[src/hw/rf_stream_pkg.sv]
// Constants, register layout and state types of the stream-mode framer
package rf_stream_pkg;
   // ==========================================================
   // Register offsets (6-bit address space)
   localparam logic [5:0] ADDR_IO_ONE     = 6'h00;
   localparam logic [5:0] ADDR_IO_TWO     = 6'h01;
   localparam logic [5:0] ADDR_OP_CTRL    = 6'h02;
   localparam logic [5:0] ADDR_MODE_DEF   = 6'h03;
   localparam logic [5:0] ADDR_TYPE_A     = 6'h05;
   localparam logic [5:0] ADDR_STREAM_OPT = 6'h08;
   localparam logic [5:0] ADDR_STATUS     = 6'h30;
   // ==========================================================
   // Reset values
   localparam logic [7:0] RST_IO_ONE     = 8'h08;
   localparam logic [7:0] RST_IO_TWO     = 8'h00;
   localparam logic [7:0] RST_OP_CTRL    = 8'h00;
   localparam logic [7:0] RST_MODE_DEF   = 8'h00;
   localparam logic [7:0] RST_TYPE_A     = 8'h00;
   localparam logic [7:0] RST_STREAM_OPT = 8'h00;
   // ==========================================================
   // Field positions and codes
   localparam int         OP_RX_EN_BIT = 6;
   localparam int         OM_LSB       = 3;
   localparam logic [3:0] OM_SUBC      = 4'hE;
   localparam logic [3:0] OM_BPSK      = 4'hF;
   localparam int         SCF_LSB      = 5;
   localparam int         SCP_LSB      = 3;
   localparam int         STX_LSB      = 0;
   localparam int         OOK_BIT      = 7;
   localparam int         TA_CUST_LSB  = 6;
   // ==========================================================
   // Counts in carrier cycles (one CLK_SYS edge per fc cycle); SUBC_END_IDLE counts empty periods
   localparam logic [9:0] SUBC_BASE_PER  = 10'h040;
   localparam logic [9:0] BPSK_BASE_PER  = 10'h010;
   localparam logic [7:0] TX_BASE_PER    = 8'h80;
   localparam logic [3:0] SUBC_END_IDLE  = 4'h8;

   typedef struct packed {
      logic [7:0] io_one;
      logic [7:0] io_two;
      logic [7:0] op_ctrl;
      logic [7:0] mode_def;
      logic [7:0] type_a;
      logic [7:0] stream_opt;
   } regs_s;

   localparam regs_s REGS_RST = '{RST_IO_ONE, RST_IO_TWO, RST_OP_CTRL,
      RST_MODE_DEF, RST_TYPE_A, RST_STREAM_OPT};

   typedef enum logic [2:0] {
      TX_IDLE = 3'b001,
      TX_LOAD = 3'b010,
      TX_SEND = 3'b100
   } tx_state_e;

   typedef struct packed {
      regs_s      regs;
      logic [1:0] sync;
      logic       sub_prev;
      logic [9:0] per_cnt;
      logic       seen;
      logic       phase_smp;
      logic       ph_ref;
      logic       rx_act;
      logic [3:0] idle_cnt;
      logic [7:0] sh;
      logic [2:0] nb;
      logic [7:0] rx_data;
      logic       rx_valid;
      logic       rx_start;
      logic       rx_end;
      tx_state_e  tx;
      logic [7:0] tx_sh;
      logic [2:0] tx_idx;
      logic [7:0] tx_cnt;
      logic       tx_mod;
      logic       tx_pop;
      logic [7:0] rdata;
   } state_s;
endpackage : rf_stream_pkg

[src/hw/rf_stream_mode_framer.sv]
// Stream-mode framer: sub-carrier/BPSK receive and bit-timed transmit
// Behaviour
// First bit sent or received sits in the FIFO byte's LSB.
// Mode register selects stream operation; stream options register sets it.
// Host configures receiver and transmitter itself; analog preset ignored.
// Sub-carrier receive accepts fc/64 up to fc/8.
// Sub-carrier reporting period spans two to eight sub-carrier periods.
// First period with sub-carrier raises start event and stores first bit.
// Sub-carrier mode stores 1 for sub-carrier seen, 0 otherwise.
// Sub-carrier mode ends after more than eight empty periods.
// Sub-carrier scf 01b is fc/32; scp 10b is four periods.
// BPSK receive accepts fc/16 up to fc/4.
// BPSK reporting period spans one to eight sub-carrier periods.
// BPSK stores 0 for initial phase, 1 for inverted phase.
// BPSK ends at first period without sub-carrier.
// BPSK scf 01b is fc/8; scp 01b is two periods.
// Each transmit bit holds modulation for one Tx period; 1 modulates.
// Tx period code 000b means 128 carrier cycles.
// Either transmit command starts sending the stream.
// Type A register bits six and seven enable custom frames.
// Registers use 6-bit addresses 00h to 3Fh.
// Configuration registers read/write; display registers read-only state.
// Set default resets registers except IO config and operation control.
// Received bits pack LSB-first; byte commits at eight bits or end.
// Registers are eight bits; writes to display registers are ignored.
`timescale 1ns/1ps
module rf_stream_mode_framer
   import rf_stream_pkg::*;
(
   // Clock and power-up reset
   input  wire logic       CLK_SYS,
   input  wire logic       RST,
   // Register port
   input  wire logic [5:0] REG_ADDR,
   input  wire logic       REG_WE,
   input  wire logic [7:0] REG_WDATA,
   output logic      [7:0] REG_RDATA,
   // Direct commands
   input  wire logic       CMD_SET_DEFAULT,
   input  wire logic       CMD_TX_NOCRC,
   input  wire logic       CMD_TX_CRC,
   // Demodulated sub-carrier pin
   input  wire logic       SUBC_IN,
   // Receive FIFO side
   output logic      [7:0] RX_DATA,
   output logic            RX_VALID,
   output logic            RX_START,
   output logic            RX_END,
   // Transmit FIFO side (show-ahead head word)
   input  wire logic [7:0] TX_DATA,
   input  wire logic       TX_AVAIL,
   output logic            TX_POP,
   // Modulator control
   output logic            TX_MOD,
   output logic            TX_OOK,
   output logic      [1:0] TYPE_A_CUSTOM
);
   state_s     q;
   state_s     d;
   logic [3:0] om;
   logic       subm;
   logic       bpm;
   logic       strm;
   logic [1:0] scf;
   logic [1:0] scp;
   logic [2:0] stx;
   logic [9:0] subper;
   logic [9:0] per_len;
   logic       per_end;
   logic       edge_s;
   logic       hit;
   logic       rx_run;
   logic [7:0] tx_len;

   // ==========================================================
   // Mode decode
   assign om     = q.regs.mode_def[OM_LSB +: 4];
   assign subm   = (om == OM_SUBC);
   assign bpm    = (om == OM_BPSK);
   assign strm   = subm | bpm;
   assign scf    = q.regs.stream_opt[SCF_LSB +: 2];
   assign scp    = q.regs.stream_opt[SCP_LSB +: 2];
   assign stx    = q.regs.stream_opt[STX_LSB +: 3];
   // Sub-carrier period: fc/64..fc/8 or fc/16..fc/4
   assign subper = subm ? (SUBC_BASE_PER >> scf)
      : (BPSK_BASE_PER >> ((scf == 2'h3) ? 2'h2 : scf));
   // Sub-carrier mode has no single-period code: 00b falls back to two
   assign per_len = subper << ((subm && scp == 2'h0) ? 2'h1 : scp);

   assign per_end = (q.per_cnt == per_len - 10'h001);
   assign edge_s  = q.sync[1] & ~q.sub_prev;
   assign hit     = q.seen | edge_s;
   // Receiver listens only while the transmitter is idle
   assign rx_run  = strm & q.regs.op_ctrl[OP_RX_EN_BIT] & (q.tx == TX_IDLE);
   assign tx_len  = TX_BASE_PER >> stx;

   // ==========================================================
   // Next state
   always_comb begin
      logic st;
      logic bv;
      logic fin;
      logic fetch;
      logic [7:0] nsh;
      st    = 1'b0;
      bv    = 1'b0;
      fin   = 1'b0;
      fetch = 1'b0;
      nsh   = q.sh;
      d          = q;
      d.rx_valid = 1'b0;
      d.rx_start = 1'b0;
      d.rx_end   = 1'b0;
      d.tx_pop   = 1'b0;
      // Only the second stage is read by the receive logic
      d.sync     = {q.sync[0], SUBC_IN};
      d.sub_prev = q.sync[1];

      // Receive framing
      if (!rx_run) begin
         d.per_cnt = 10'h000;
         d.seen    = 1'b0;
         d.rx_act  = 1'b0;
         // Partial byte dropped so the next frame starts at the LSB
         d.sh      = 8'h00;
         d.nb      = 3'h0;
      end else begin
         d.per_cnt = per_end ? 10'h000 : q.per_cnt + 10'h001;
         if (edge_s) begin
            d.seen = 1'b1;
         end
         // Phase probe a quarter sub-carrier period into each period
         if (q.per_cnt == (subper >> 2)) begin
            d.phase_smp = q.sync[1];
         end
         if (per_end) begin
            d.seen = 1'b0;
            if (!q.rx_act) begin
               if (hit) begin
                  d.rx_act   = 1'b1;
                  d.rx_start = 1'b1;
                  d.ph_ref   = q.phase_smp;
                  d.idle_cnt = 4'h0;
                  st = 1'b1;
                  bv = subm;
               end
            end else if (bpm) begin
               if (!hit) begin
                  fin = 1'b1;
               end else begin
                  st = 1'b1;
                  bv = q.phase_smp ^ q.ph_ref;
               end
            end else if (hit) begin
               d.idle_cnt = 4'h0;
               st = 1'b1;
               bv = 1'b1;
            end else if (q.idle_cnt == SUBC_END_IDLE) begin
               fin = 1'b1;
            end else begin
               d.idle_cnt = q.idle_cnt + 4'h1;
               st = 1'b1;
               bv = 1'b0;
            end
         end
      end
      if (st) begin
         nsh[q.nb] = bv;
         d.sh = nsh;
         d.nb = q.nb + 3'h1;
         if (q.nb == 3'h7) begin
            d.rx_data  = nsh;
            d.rx_valid = 1'b1;
            d.sh       = 8'h00;
         end
      end
      if (fin) begin
         d.rx_act = 1'b0;
         d.rx_end = 1'b1;
         d.sh     = 8'h00;
         d.nb     = 3'h0;
         if (q.nb != 3'h0) begin
            d.rx_data  = q.sh;
            d.rx_valid = 1'b1;
         end
      end

      // Transmit sequencing
      case (q.tx)
         TX_IDLE: begin
            if ((CMD_TX_NOCRC | CMD_TX_CRC) && strm) begin
               d.tx = TX_LOAD;
            end
         end
         TX_LOAD: begin
            fetch = 1'b1;
         end
         TX_SEND: begin
            d.tx_cnt = q.tx_cnt + 8'h01;
            if (q.tx_cnt == tx_len - 8'h01) begin
               d.tx_cnt = 8'h00;
               d.tx_idx = q.tx_idx + 3'h1;
               d.tx_mod = q.tx_sh[q.tx_idx + 3'h1];
               if (q.tx_idx == 3'h7) begin
                  fetch = 1'b1;
               end
            end
         end
         default: begin
            d.tx = TX_IDLE;
         end
      endcase
      if (fetch) begin
         d.tx_cnt = 8'h00;
         d.tx_idx = 3'h0;
         if (TX_AVAIL) begin
            d.tx_sh  = TX_DATA;
            d.tx_pop = 1'b1;
            d.tx_mod = TX_DATA[0];
            d.tx     = TX_SEND;
         end else begin
            d.tx_mod = 1'b0;
            d.tx     = TX_IDLE;
         end
      end

      // Register writes; status is read-only
      if (REG_WE) begin
         case (REG_ADDR)
            ADDR_IO_ONE:     d.regs.io_one     = REG_WDATA;
            ADDR_IO_TWO:     d.regs.io_two     = REG_WDATA;
            ADDR_OP_CTRL:    d.regs.op_ctrl    = REG_WDATA;
            ADDR_MODE_DEF:   d.regs.mode_def   = REG_WDATA;
            ADDR_TYPE_A:     d.regs.type_a     = REG_WDATA;
            ADDR_STREAM_OPT: d.regs.stream_opt = REG_WDATA;
            default:         d.regs = q.regs;
         endcase
      end
      // Set default outranks a write in the same cycle
      if (CMD_SET_DEFAULT) begin
         d.regs.mode_def   = RST_MODE_DEF;
         d.regs.type_a     = RST_TYPE_A;
         d.regs.stream_opt = RST_STREAM_OPT;
      end

      case (REG_ADDR)
         ADDR_IO_ONE:     d.rdata = q.regs.io_one;
         ADDR_IO_TWO:     d.rdata = q.regs.io_two;
         ADDR_OP_CTRL:    d.rdata = q.regs.op_ctrl;
         ADDR_MODE_DEF:   d.rdata = q.regs.mode_def;
         ADDR_TYPE_A:     d.rdata = q.regs.type_a;
         ADDR_STREAM_OPT: d.rdata = q.regs.stream_opt;
         ADDR_STATUS:     d.rdata = {q.rx_act, q.tx != TX_IDLE,
                                     3'h0, q.nb};
         default:         d.rdata = 8'h00;
      endcase
   end

   always_ff @(posedge CLK_SYS) begin
      if (RST) begin
         q      <= '0;
         q.regs <= REGS_RST;
         q.tx   <= TX_IDLE;
      end else begin
         q <= d;
      end
   end

   assign REG_RDATA     = q.rdata;
   assign RX_DATA       = q.rx_data;
   assign RX_VALID      = q.rx_valid;
   assign RX_START      = q.rx_start;
   assign RX_END        = q.rx_end;
   assign TX_POP        = q.tx_pop;
   assign TX_MOD        = q.tx_mod;
   assign TX_OOK        = q.regs.stream_opt[OOK_BIT];
   assign TYPE_A_CUSTOM = q.regs.type_a[TA_CUST_LSB +: 2];
endmodule : rf_stream_mode_framer

[config.mk]
export PLATFORM = sky130hd
export DESIGN_NAME = rf_stream_mode_framer
export DESIGN_NICKNAME = d
export VERILOG_FILES = /design/src/hw/rf_stream_pkg.sv /design/src/hw/rf_stream_mode_framer.sv
export SDC_FILE = /design/constraint.sdc
export NUM_CORES = 1
export LEC_CHECK = 0
export BUFFER_PORTS_ARGS = -buffer_cell sky130_fd_sc_hd__buf_2
export CAP_MARGIN = 20
export CORE_ASPECT_RATIO = 0.5
export CORE_MARGIN = 2
export CORE_UTILIZATION = 35
export DETAILED_ROUTE_END_ITERATION = 8
export GPL_ROUTABILITY_DRIVEN = 0
export GPL_TIMING_DRIVEN = 0
export MAX_ROUTING_LAYER = met4
export PLACE_DENSITY = 0.57
export SLEW_MARGIN = 20
export SYNTH_ARGS = -nofsm -noshare
export SYNTH_HDL_FRONTEND = slang
export SYNTH_SLANG_ARGS = --single-unit
[constraint.sdc]
create_clock -name CLK_SYS -period 4.9 [get_ports CLK_SYS]
set_input_delay 0.98 -clock CLK_SYS [delete_from_list [all_inputs] [get_ports CLK_SYS]]
set_output_delay 0.98 -clock CLK_SYS [all_outputs]
set_load 0.05 [all_outputs]
=== Word level (Yosys, flattened, before mapping) ===
Index checks and enable logic that the tools add are counted.

* Register bits: 123
* Output and inout bits: 24

* Add/subtract/negate cells: 7
* Order comparisons: 3
* Equal/unequal tests: 24
* Shift operators: 4
* Mux-type cells: 54
* Bitwise gates (word level): 12
* Reductions and logical operators: 30

{| class="wikitable"
|+ Operator list
! cell !! number
|-
| one-hot mux 8 bit (7 select lines) || 1
|-
| two-way mux 1 bit || 28
|-
| two-way mux 9 bit || 3
|-
| two-way mux 12 bit || 2
|-
| two-way mux 24 bit || 1
|-
| AND reduction 2 bit || 11
|-
| two-way mux 20 bit || 1
|-
| two-way mux 4 bit || 4
|-
| two-way mux 8 bit || 2
|-
| == test 4 bit (second input constant) || 3
|-
| == test 6 x 2 -> 1 bit (second input constant) || 2
|-
| two-way mux 11 bit || 1
|-
| adder 10 x 1 -> 10 bit (second input constant) || 1
|-
| == test 10 bit || 1
|-
| == test 10 x 8 -> 1 bit || 1
|-
| two-way mux 10 bit || 1
|-
| OR reduction 2 bit || 5
|-
| left shift 10 x 2 -> 10 bit || 1
|-
| >> shifter 5 x 2 -> 10 bit (first input constant) || 1
|-
| >> shifter 7 x 2 -> 10 bit (first input constant) || 1
|-
| subtractor 10 x 1 -> 10 bit (second input constant) || 1
|-
| == test 3 bit (second input constant) || 3
|-
| adder 8 x 1 -> 8 bit (second input constant) || 1
|-
| bitwise mux 8 bit || 1
|-
| 38 further kinds || 57
|}

=== Longest topological paths before layout ===
Gate-level depths: netlist of run 1.

* Depth in word-level cells: 14
* Gate-level depth with buffers: 12
* Gate-level depth less buffers: 10

=== Least setup slack after synthesis of run 1 ===
Ideal clock, no wire load.

* Kind: register to register
* From: reg q[75] (netlist name)
* To: reg q[12] (netlist name)
* Setup time: 0.121 ns
* Data arrival time: 2.561 ns
* Required time: 4.779 ns
* Slack: 2.219 ns
* Stages on the path, launching flop included: 13
* Buffers on the path: 3
* Period minus slack after synthesis: 2.681 ns
* Cell sequence: dfxtp_1 clkbuf_1 nand2_1 ha_1 xnor2_1 a2111oi_0 o221a_2 o2111a_1 and2_1 clkbuf_1 or3_1 clkbuf_1 nor2_1

* Cells in the longest elaborated chain, start to end: 6
* Elaborated cells on any way between the ends: 7
* Classes of those cells: add/sub (1); eq/ne (1); shift (1); mux (3); reduce/logical (1)

{| class="wikitable"
|+ Ends and longest elaborated chain
! what !! RTL line !! RTL
|-
| start, declared || rf_stream_mode_framer.sv:58 || <nowiki>state_s q;</nowiki>
|-
| >> shifter 8 x 3 -> 8 bit (*) || rf_stream_mode_framer.sv:95 || <nowiki>assign tx_len = TX_BASE_PER >> stx;</nowiki>
|-
| subtractor 8 x 1 -> 8 bit (*) || rf_stream_mode_framer.sv:200 || <nowiki>if (q.tx_cnt == tx_len - 8'h01) begin</nowiki>
|-
| == test 8 bit (*) || rf_stream_mode_framer.sv:200 ||
|-
| two-way mux 1 bit || rf_stream_mode_framer.sv:200 ||
|-
| one-hot mux 1 bit (2 select lines) || rf_stream_mode_framer.sv:189 || <nowiki>case (q.tx)</nowiki>
|-
| OR reduction 2 bit (no line) || n/a ||
|}

Every way passes the cells marked *; elsewhere a longest branch is shown, timed or not. The select of a mux whose other input is x is not followed.
A chain may end at the register's enable or synchronous reset.

=== Worst setup path after layout of run 1 ===
* From: reg q, in the netlist om[2]
* To: reg q[53] (netlist name)

* Cells in the longest elaborated chain, start to end: 11
* Elaborated cells on any way between the ends: 29
* Classes of those cells: add/sub (1); eq/ne (4); shift (1); mux (18); bitwise (3); reduce/logical (2)

{| class="wikitable"
|+ Ends and longest elaborated chain
! what !! RTL line !! RTL
|-
| == test 4 bit || rf_stream_mode_framer.sv:78 || <nowiki>assign subm = (om == OM_SUBC);</nowiki>
|-
| logical AND 1 bit || rf_stream_mode_framer.sv:88 || <nowiki>assign per_len = subper << ((subm && scp == 2'h0) ? 2'h1 : scp);</nowiki>
|-
| two-way mux 2 bit || rf_stream_mode_framer.sv:88 ||
|-
| left shift 10 x 2 -> 10 bit || rf_stream_mode_framer.sv:88 ||
|-
| subtractor 10 x 1 -> 10 bit || rf_stream_mode_framer.sv:90 || <nowiki>assign per_end = (q.per_cnt == per_len - 10'h001);</nowiki>
|-
| == test 10 bit || rf_stream_mode_framer.sv:90 ||
|-
| two-way mux 1 bit || rf_stream_mode_framer.sv:136 || <nowiki>if (per_end) begin</nowiki>
|-
| two-way mux 1 bit || rf_stream_mode_framer.sv:120 || <nowiki>if (!rx_run) begin</nowiki>
|-
| bitwise mux 8 bit || rf_stream_mode_framer.sv:168 || <nowiki>nsh[q.nb] = bv;</nowiki>
|-
| two-way mux 8 bit || rf_stream_mode_framer.sv:171 || <nowiki>if (q.nb == 3'h7) begin</nowiki>
|-
| two-way mux 20 bit || rf_stream_mode_framer.sv:167 || <nowiki>if (st) begin</nowiki>
|}

Several ways; a longest one is shown, not always the timed one.

==> results of run 1 <==
## flip-flops by register name, summed over array words and instances (netlist names)
| register | cells |
|---|---|
| q | 93 |
| REG_RDATA | 8 |
| RX_DATA | 8 |
| om | 4 |
| TYPE_A_CUSTOM | 2 |
| d | 2 |
| RX_END | 1 |
| RX_START | 1 |
| RX_VALID | 1 |
| TX_MOD | 1 |
| TX_OOK | 1 |
| TX_POP | 1 |
## critical path: stages (launching register included)
cell and delay [ps]:
dfxtp_1 430, nand4b_1 300, nand3_1 220, ha_1 240, inv_1 70, a31oi_1 190
xor3_1 490, nand3_1 270, o21ai_0 800, o21ai_0 180
## worst max-delay path by stage
stage                     depth (start not counted)    end  startpoint  slack, ps
after floorplan                                  12  q[12]       q[75]       2220
after global placement                           10  q[47]       om[0]       1560
after detailed placement                         10  q[52]       om[0]       1530
after CTS                                        10  q[49]       om[0]       1540
after global routing                              9  q[52]       om[2]       1130
final                                             9  q[53]       om[2]       1540
## final cells by class
| type | count | area, um^2 | share of cell area |
|---|---|---|---|
| Inverter | 30 | 113 | 0.0146 |
| Sequential cell | 123 | 2460 | 0.320 |
| Multi-Input combinational cell | 535 | 3530 | 0.459 |
| Buffer | 70 | 362 | 0.0470 |
| Timing Repair Buffer | 53 | 265 | 0.0345 |
| Antenna cell | 1 | 2.50 | 0.000325 |
| Clock buffer | 19 | 443 | 0.0576 |
| Tap cell | 240 | 300 | 0.0390 |
| Clock inverter | 13 | 214 | 0.0278 |
## power groups by stage
stage | logic, mW | registers [mW] | clock network (mW)
after floorplan | 0.0384 | 1.02 | 0
after global placement | 0.0743 | 1.03 | 0
after detailed placement | 0.0748 | 1.03 | 0
after CTS | 0.0754 | 1.00 | 1.41
after global routing | 0.0834 | 1.00 | 1.46
final | 0.0761 | 1.00 | 1.40
## cells by family (layout without fill, tap and decap cells)
kind of cell / Yosys count / after routing / synth area share
AOI/OAI and AO/OA: 176 / 176 / 0.177
DFF: 123 / 123 / 0.381
and+or+nand+nor: 272 / 272 / 0.213
xor gates and xnor gates: 26 / 26 / 0.0376
buffers and inverters: 100 / 185 / 0.0734
adders and majority gates: 11 / 11 / 0.0213
muxes: 49 / 49 / 0.0955
other: 1 / 2 / 0.000581
## metrics by stage
stage          total power [mW]  worst slack (ps)  hold WS, ps  utilization  cell area [um^2]
2_1_floorplan              1.06              2220          414            -              6460
3_3_place_gp               1.10              1560          429        0.386              7020
3_5_place_dp               1.10              1530          437        0.386              7020
4_1_cts                    2.49              1540          449        0.422              7680
5_1_grt                    2.55              1130          472        0.422              7690
6_report                   2.48              1540          441        0.422              7690
## metal layers
layer	up-vias	share of wire	wire length, um
li1	2861	-	-
met1	2790	0.48	8390
met2	113	0.46	7940
met3	24	0.045	778
met4	0	0.013	230
met5	-	0	0
## cells in the final DEF (no fill, tap or decap), types with 5 or more instances in the layout
cell type,n
a21oi_1,59
xor2_1,12
dfxtp_1,123
inv_1,30
nand2b_1,5
nor2_1,92
clkbuf_16,17
or3_1,8
nand4_1,8
nor3_1,16
mux2i_1,38
nand2_1,48
o41ai_1,9
a211oi_1,13
nand3_1,37
mux4_2,10
buf_4,18
ha_1,11
a31oi_1,8
o211ai_1,11
clkbuf_1,39
nor2b_1,8
and3_1,10
o21ai_0,35
xnor2_1,13
buf_2,60
nand3b_1,8
bufinv_16,5
a222oi_1,8
==> flow_metrics.py, run 1 <==
metrics = {
    "global_route": {
        "use_met1": 0.236,
        "grt_overflow_total": 0,
        "antenna_found_initial": 1,
        "grt_busiest_layer": "met2",
        "grt_max_degree": 17,
        "use_met2": 0.306,
        "met3_usage": 0.0417,
        "grt_pass1_vias": 5693,
        "grt_pass1_wl_um": 28500,
        "grt_usage": 0.188,
    },
    "timing": {
        "timing.setup.tns_ps": 0,
        "grt_setup_unrepaired": "false",
        "period_needed_ps": 3360,
        "slew_headroom": 0.373,
        "fin_crit_sh": 0.686,
        "drv_slew": 0,
        "timing.final.hold_violations": 0,
        "finalSetupViolCount": 0,
        "worst_pin_slew_ps": 931,
        "skew_ps": 10.4,
        "max_clock_freq_ghz": 0.297,
    },
    "routing": {
        "wire_per_inst_um": 16.0,
        "drcViolationCount": 0,
        "vias_per_cell": 5.34,
        "wirelength_um": 17300,
        "postRouteAntennaNets": 0,
        "firstDrtPassIters": 8,
        "drt_iter0_drc": 412,
        "vias": 5788,
    },
    "synth": {
        "synth_area_leaders": "dfxtp_1 38%, mux2i_1 5.9%, nor2_1 5.3%",
        "yosys_warnings": 0,
        "synthFlopType": "dfxtp_1",
        "synth.cell_area_um2": 6460,
        "syn_area_per_cell_um2": 8.52,
        "syn_inst": 758,
        "yosys.cell_types.count": 70,
        "synth-edff-count": 0,
        "async_flop_share": 0,
        "yosysSeqAreaShare": 0.381,
        "synth_top_cell_area_share": 0.381,
        "yosys.cell_count.top_type": "dfxtp_1",
        "synth_top_cell_by_area": "dfxtp_1",
        "ys_ff_latch": 123,
        "synth_commonest_cells": "123 x dfxtp_1, 92 x nor2_1, 59 x a21oi_1",
        "synth_fp_nets": 799,
    },
    "status": {
        "status": "finished clean",
    },
    "hold_path": {
        "hold_depth": 1,
        "hold_start": "d[74]",
        "min_to": "d[72]",
        "hp-class": "reg2reg",
    },
    "clocking": {
        "cts.sinks": 123,
        "ctsResizeCount": 0,
        "cts-htree-levels": 4,
        "clk_latency_ps": 420,
        "cts_buffers": 17,
        "cts_hold_buf": 0,
        "cts.clk_slew.worst_paths_ps": 60,
        "tritoncts": "done",
        "postCtsSetupRepairBufs": 0,
        "cts_max_path_buffers": 2,
        "cts-root-buf": "clkbuf_16",
    },
    "power": {
        "p_sw_uw": 532,
        "pwr-share-seq": 0.405,
        "pwr-share-comb": 0.031,
        "clkPwrFrac": 0.565,
        "p_int_mw": 1.95,
        "max-vdd-ir-drop_uv": 232,
        "switching_share": 0.215,
        "leakage_nw": 2.99,
        "powerDensity_nw_per_um2": 322,
    },
    "floorplan": {
        "die_w_um": 196,
        "start_util": 0.355,
        "rows": 35,
        "io_pins": 54,
        "dieArea_um2": 19600,
        "placeableCoreArea_um2": 18200,
        "chipHeight_um": 100,
    },
    "critical_path": {
        "worst_ep_required_time_ps": 5160,
        "arrival_ps": 3620,
        "crit-reg2reg-capture": "q[53]",
        "cp_max_fo": 10,
        "reg2reg_slack_ps": 1540,
        "start_kind": "flop",
        "criticalPathCategory": "reg2reg",
        "reg2regPathDepth": 9,
        "critPathCaptureType": "flop",
        "rr_startpoint": "om[2]",
    },
    "job": {
        "drv_cap": 0,
    },
    "cells_and_area": {
        "instances_no_fill": 1084,
        "syn_to_final_growth_pct": 19.1,
        "drive_gt1_frac": 0.154,
        "num-fill-cells": 1853,
        "final_net_count": 871,
    },
    "placement": {
        "io_buffer_count": 53,
        "dpl.cell_count": 1051,
        "hpwl_um": 12400,
    },
}
No activity file was read; power rests on OpenSTA's default activity.
==> inputs of run 2 (changes only) <==
==> constraint.sdc (replaced) <==
create_clock -name CLK_SYS -period 3.43 [get_ports CLK_SYS]
set_input_delay 0.686 -clock CLK_SYS [delete_from_list [all_inputs] [get_ports CLK_SYS]]
set_output_delay 0.686 -clock CLK_SYS [all_outputs]
set_load 0.05 [all_outputs]
==> flow_metrics.py, run 2 (synthesis gave the netlist of run 1 again) <==
metrics = {
    "hold_path": {
        "hp-class": "reg2reg",
        "hold_depth": 1,
    },
    "critical_path": {
        "arrival_ps": 3390,
        "worst_ep_required_time_ps": 3760,
        "cp_max_fo": 10,
        "critPathCaptureType": "flop",
        "start_kind": "flop",
        "reg2regPathDepth": 11,
        "criticalPathCategory": "reg2reg",
    },
    "global_route": {
        "grt_pass1_vias": 5693,
        "grt_pass1_wl_um": 28500,
        "grt_max_degree": 17,
        "antenna_found_initial": 1,
        "grt_overflow_total": 0,
        "grt_usage": 0.188,
    },
    "timing": {
        "timing.setup.tns_ps": 0,
        "worst_pin_slew_ps": 718,
        "finalSetupViolCount": 0,
        "slew_headroom": 0.521,
        "timing.final.hold_violations": 0,
        "setup_ws_ps": 370,
        "skew_ps": 9.55,
        "grt_setup_unrepaired": "false",
        "fin_crit_sh": 0.892,
        "drv_slew": 0,
        "max_clock_freq_ghz": 0.327,
        "period_needed_ps": 3060,
        "worst_hold_slack_ps": 440,
    },
    "placement": {
        "placed_area_um2": 7020,
        "hpwl_um": 12400,
        "io_buffer_count": 53,
        "pre_cts_slack_ps": 57.6,
    },
    "routing": {
        "wirelength_um": 17400,
        "drt_iter0_drc": 405,
        "vias_per_cell": 5.37,
        "drcViolationCount": 0,
        "vias": 5820,
        "firstDrtPassIters": 5,
        "postRouteAntennaNets": 0,
        "wire_per_inst_um": 16.1,
    },
    "cells_and_area": {
        "mostFrequentLayoutCells": "123 x dfxtp_1, 92 x nor2_1, 60 x buf_2",
        "syn_to_final_growth_pct": 19.2,
        "num-fill-cells": 1852,
        "final_net_count": 871,
        "layout_commonest_cell": "dfxtp_1",
        "multiInputGateArea_um2": 3530,
        "largest_reg_flops": 93,
        "final-seq-area_um2": 2460,
        "regMostFlops": "q",
        "design_area_um2": 7700,
        "drive_gt1_frac": 0.157,
        "fin_util": 0.423,
    },
    "floorplan": {
        "rows": 35,
        "chipHeight_um": 100,
        "dieArea_um2": 19600,
        "placeableCoreArea_um2": 18200,
        "die_w_um": 196,
        "start_util": 0.355,
        "io_pins": 54,
    },
    "job": {
        "drv_cap": 0,
    },
    "clocking": {
        "cts.sinks": 123,
        "cts_buffers": 17,
        "cts-root-buf": "clkbuf_16",
        "cts-htree-levels": 4,
        "clk_latency_ps": 410,
        "cts.clk_slew.worst_paths_ps": 50,
        "cts_max_path_buffers": 2,
        "tritoncts": "done",
    },
    "status": {
        "status": "finished clean",
    },
    "power": {
        "switching_share": 0.214,
        "pwr-share-comb": 0.031,
        "pwr-share-seq": 0.405,
        "max-vdd-ir-drop_uv": 327,
        "powerDensity_nw_per_um2": 460,
        "p_sw_uw": 756,
        "p_int_mw": 2.78,
        "clkPwrFrac": 0.564,
        "leakage_nw": 3.00,
    },
}
==> run 2: cell count changes in the layout (fill, tap and decap cells not counted) <==
cell	delta
buf_4	+1
clkbuf_1	-1
o21ai_0	-1
o21ai_2	+1
==> run 2: final timing paths <==
check	startpoint	endpoint	slack, ps
setup reg to reg	om[0]	q[57]	370
hold reg to reg	d[74]	d[72]	440
setup / recovery	om[0]	q[57]	370
hold / removal	d[74]	d[72]	440
==> run 2: routing by layer <==
| layer | track usage | vias up | routed length [um] | part of all wire |
|---|---|---|---|---|
| met1 | 0.236 | 2805 | 8370 | 0.48 |
| li1 | - | 2866 | - | - |
| met4 | 0.0589 | 0 | 227 | 0.013 |
| met3 | 0.0417 | 22 | 795 | 0.046 |
| met2 | 0.306 | 127 | 8030 | 0.46 |
| met5 | - | - | 0 | 0 |
==> run 2: stage by stage <==
step,instances,power (mW)
global placement,1051,1.57
global route,1084,3.64
finish,1084,3.54
CTS,1083,3.56
floorplan,758,1.52
detailed placement,1051,1.57
==> run 2: final cells by class <==
type / count / area share
Antenna cell: 1 / 0.000325
Buffer: 69 / 0.0465
Clock buffer: 19 / 0.0575
Clock inverter: 13 / 0.0278
Inverter: 30 / 0.0146
Multi-Input combinational cell: 535 / 0.459
Sequential cell: 123 / 0.320
Tap cell: 240 / 0.0390
Timing Repair Buffer: 54 / 0.0354
==> run 2: what timing repair did <==
| action | CTS | global route |
|---|---|---|
| endpoints found under the setup margin | 0 | 23 |
| resized for setup | 0 | 2 |
| endpoints found under the hold margin | 0 | 0 |
| buffers inserted | 0 | 1 |
| hold buffers | 0 | 0 |
==> run 2: power groups by stage <==
| stage | clock network (mW) | logic (mW) | registers [mW] |
|---|---|---|---|
| after global placement | 0 | 0.106 | 1.46 |
| after global routing | 2.09 | 0.119 | 1.43 |
| after floorplan | 0 | 0.0548 | 1.46 |
| after CTS | 2.02 | 0.108 | 1.43 |
| after detailed placement | 0 | 0.107 | 1.46 |
| final | 2.00 | 0.109 | 1.43 |
==> run 2: worst max-delay path: stages, from the launching register on <==
cell	delay [ps]
dfxtp_1	440
nand4b_1	290
nand3_1	160
ha_1	260
and4_1	200
or3_1	350
a22oi_2	220
and4_1	280
buf_2	250
buf_2	280
nand3_1	110
a21oi_1	140
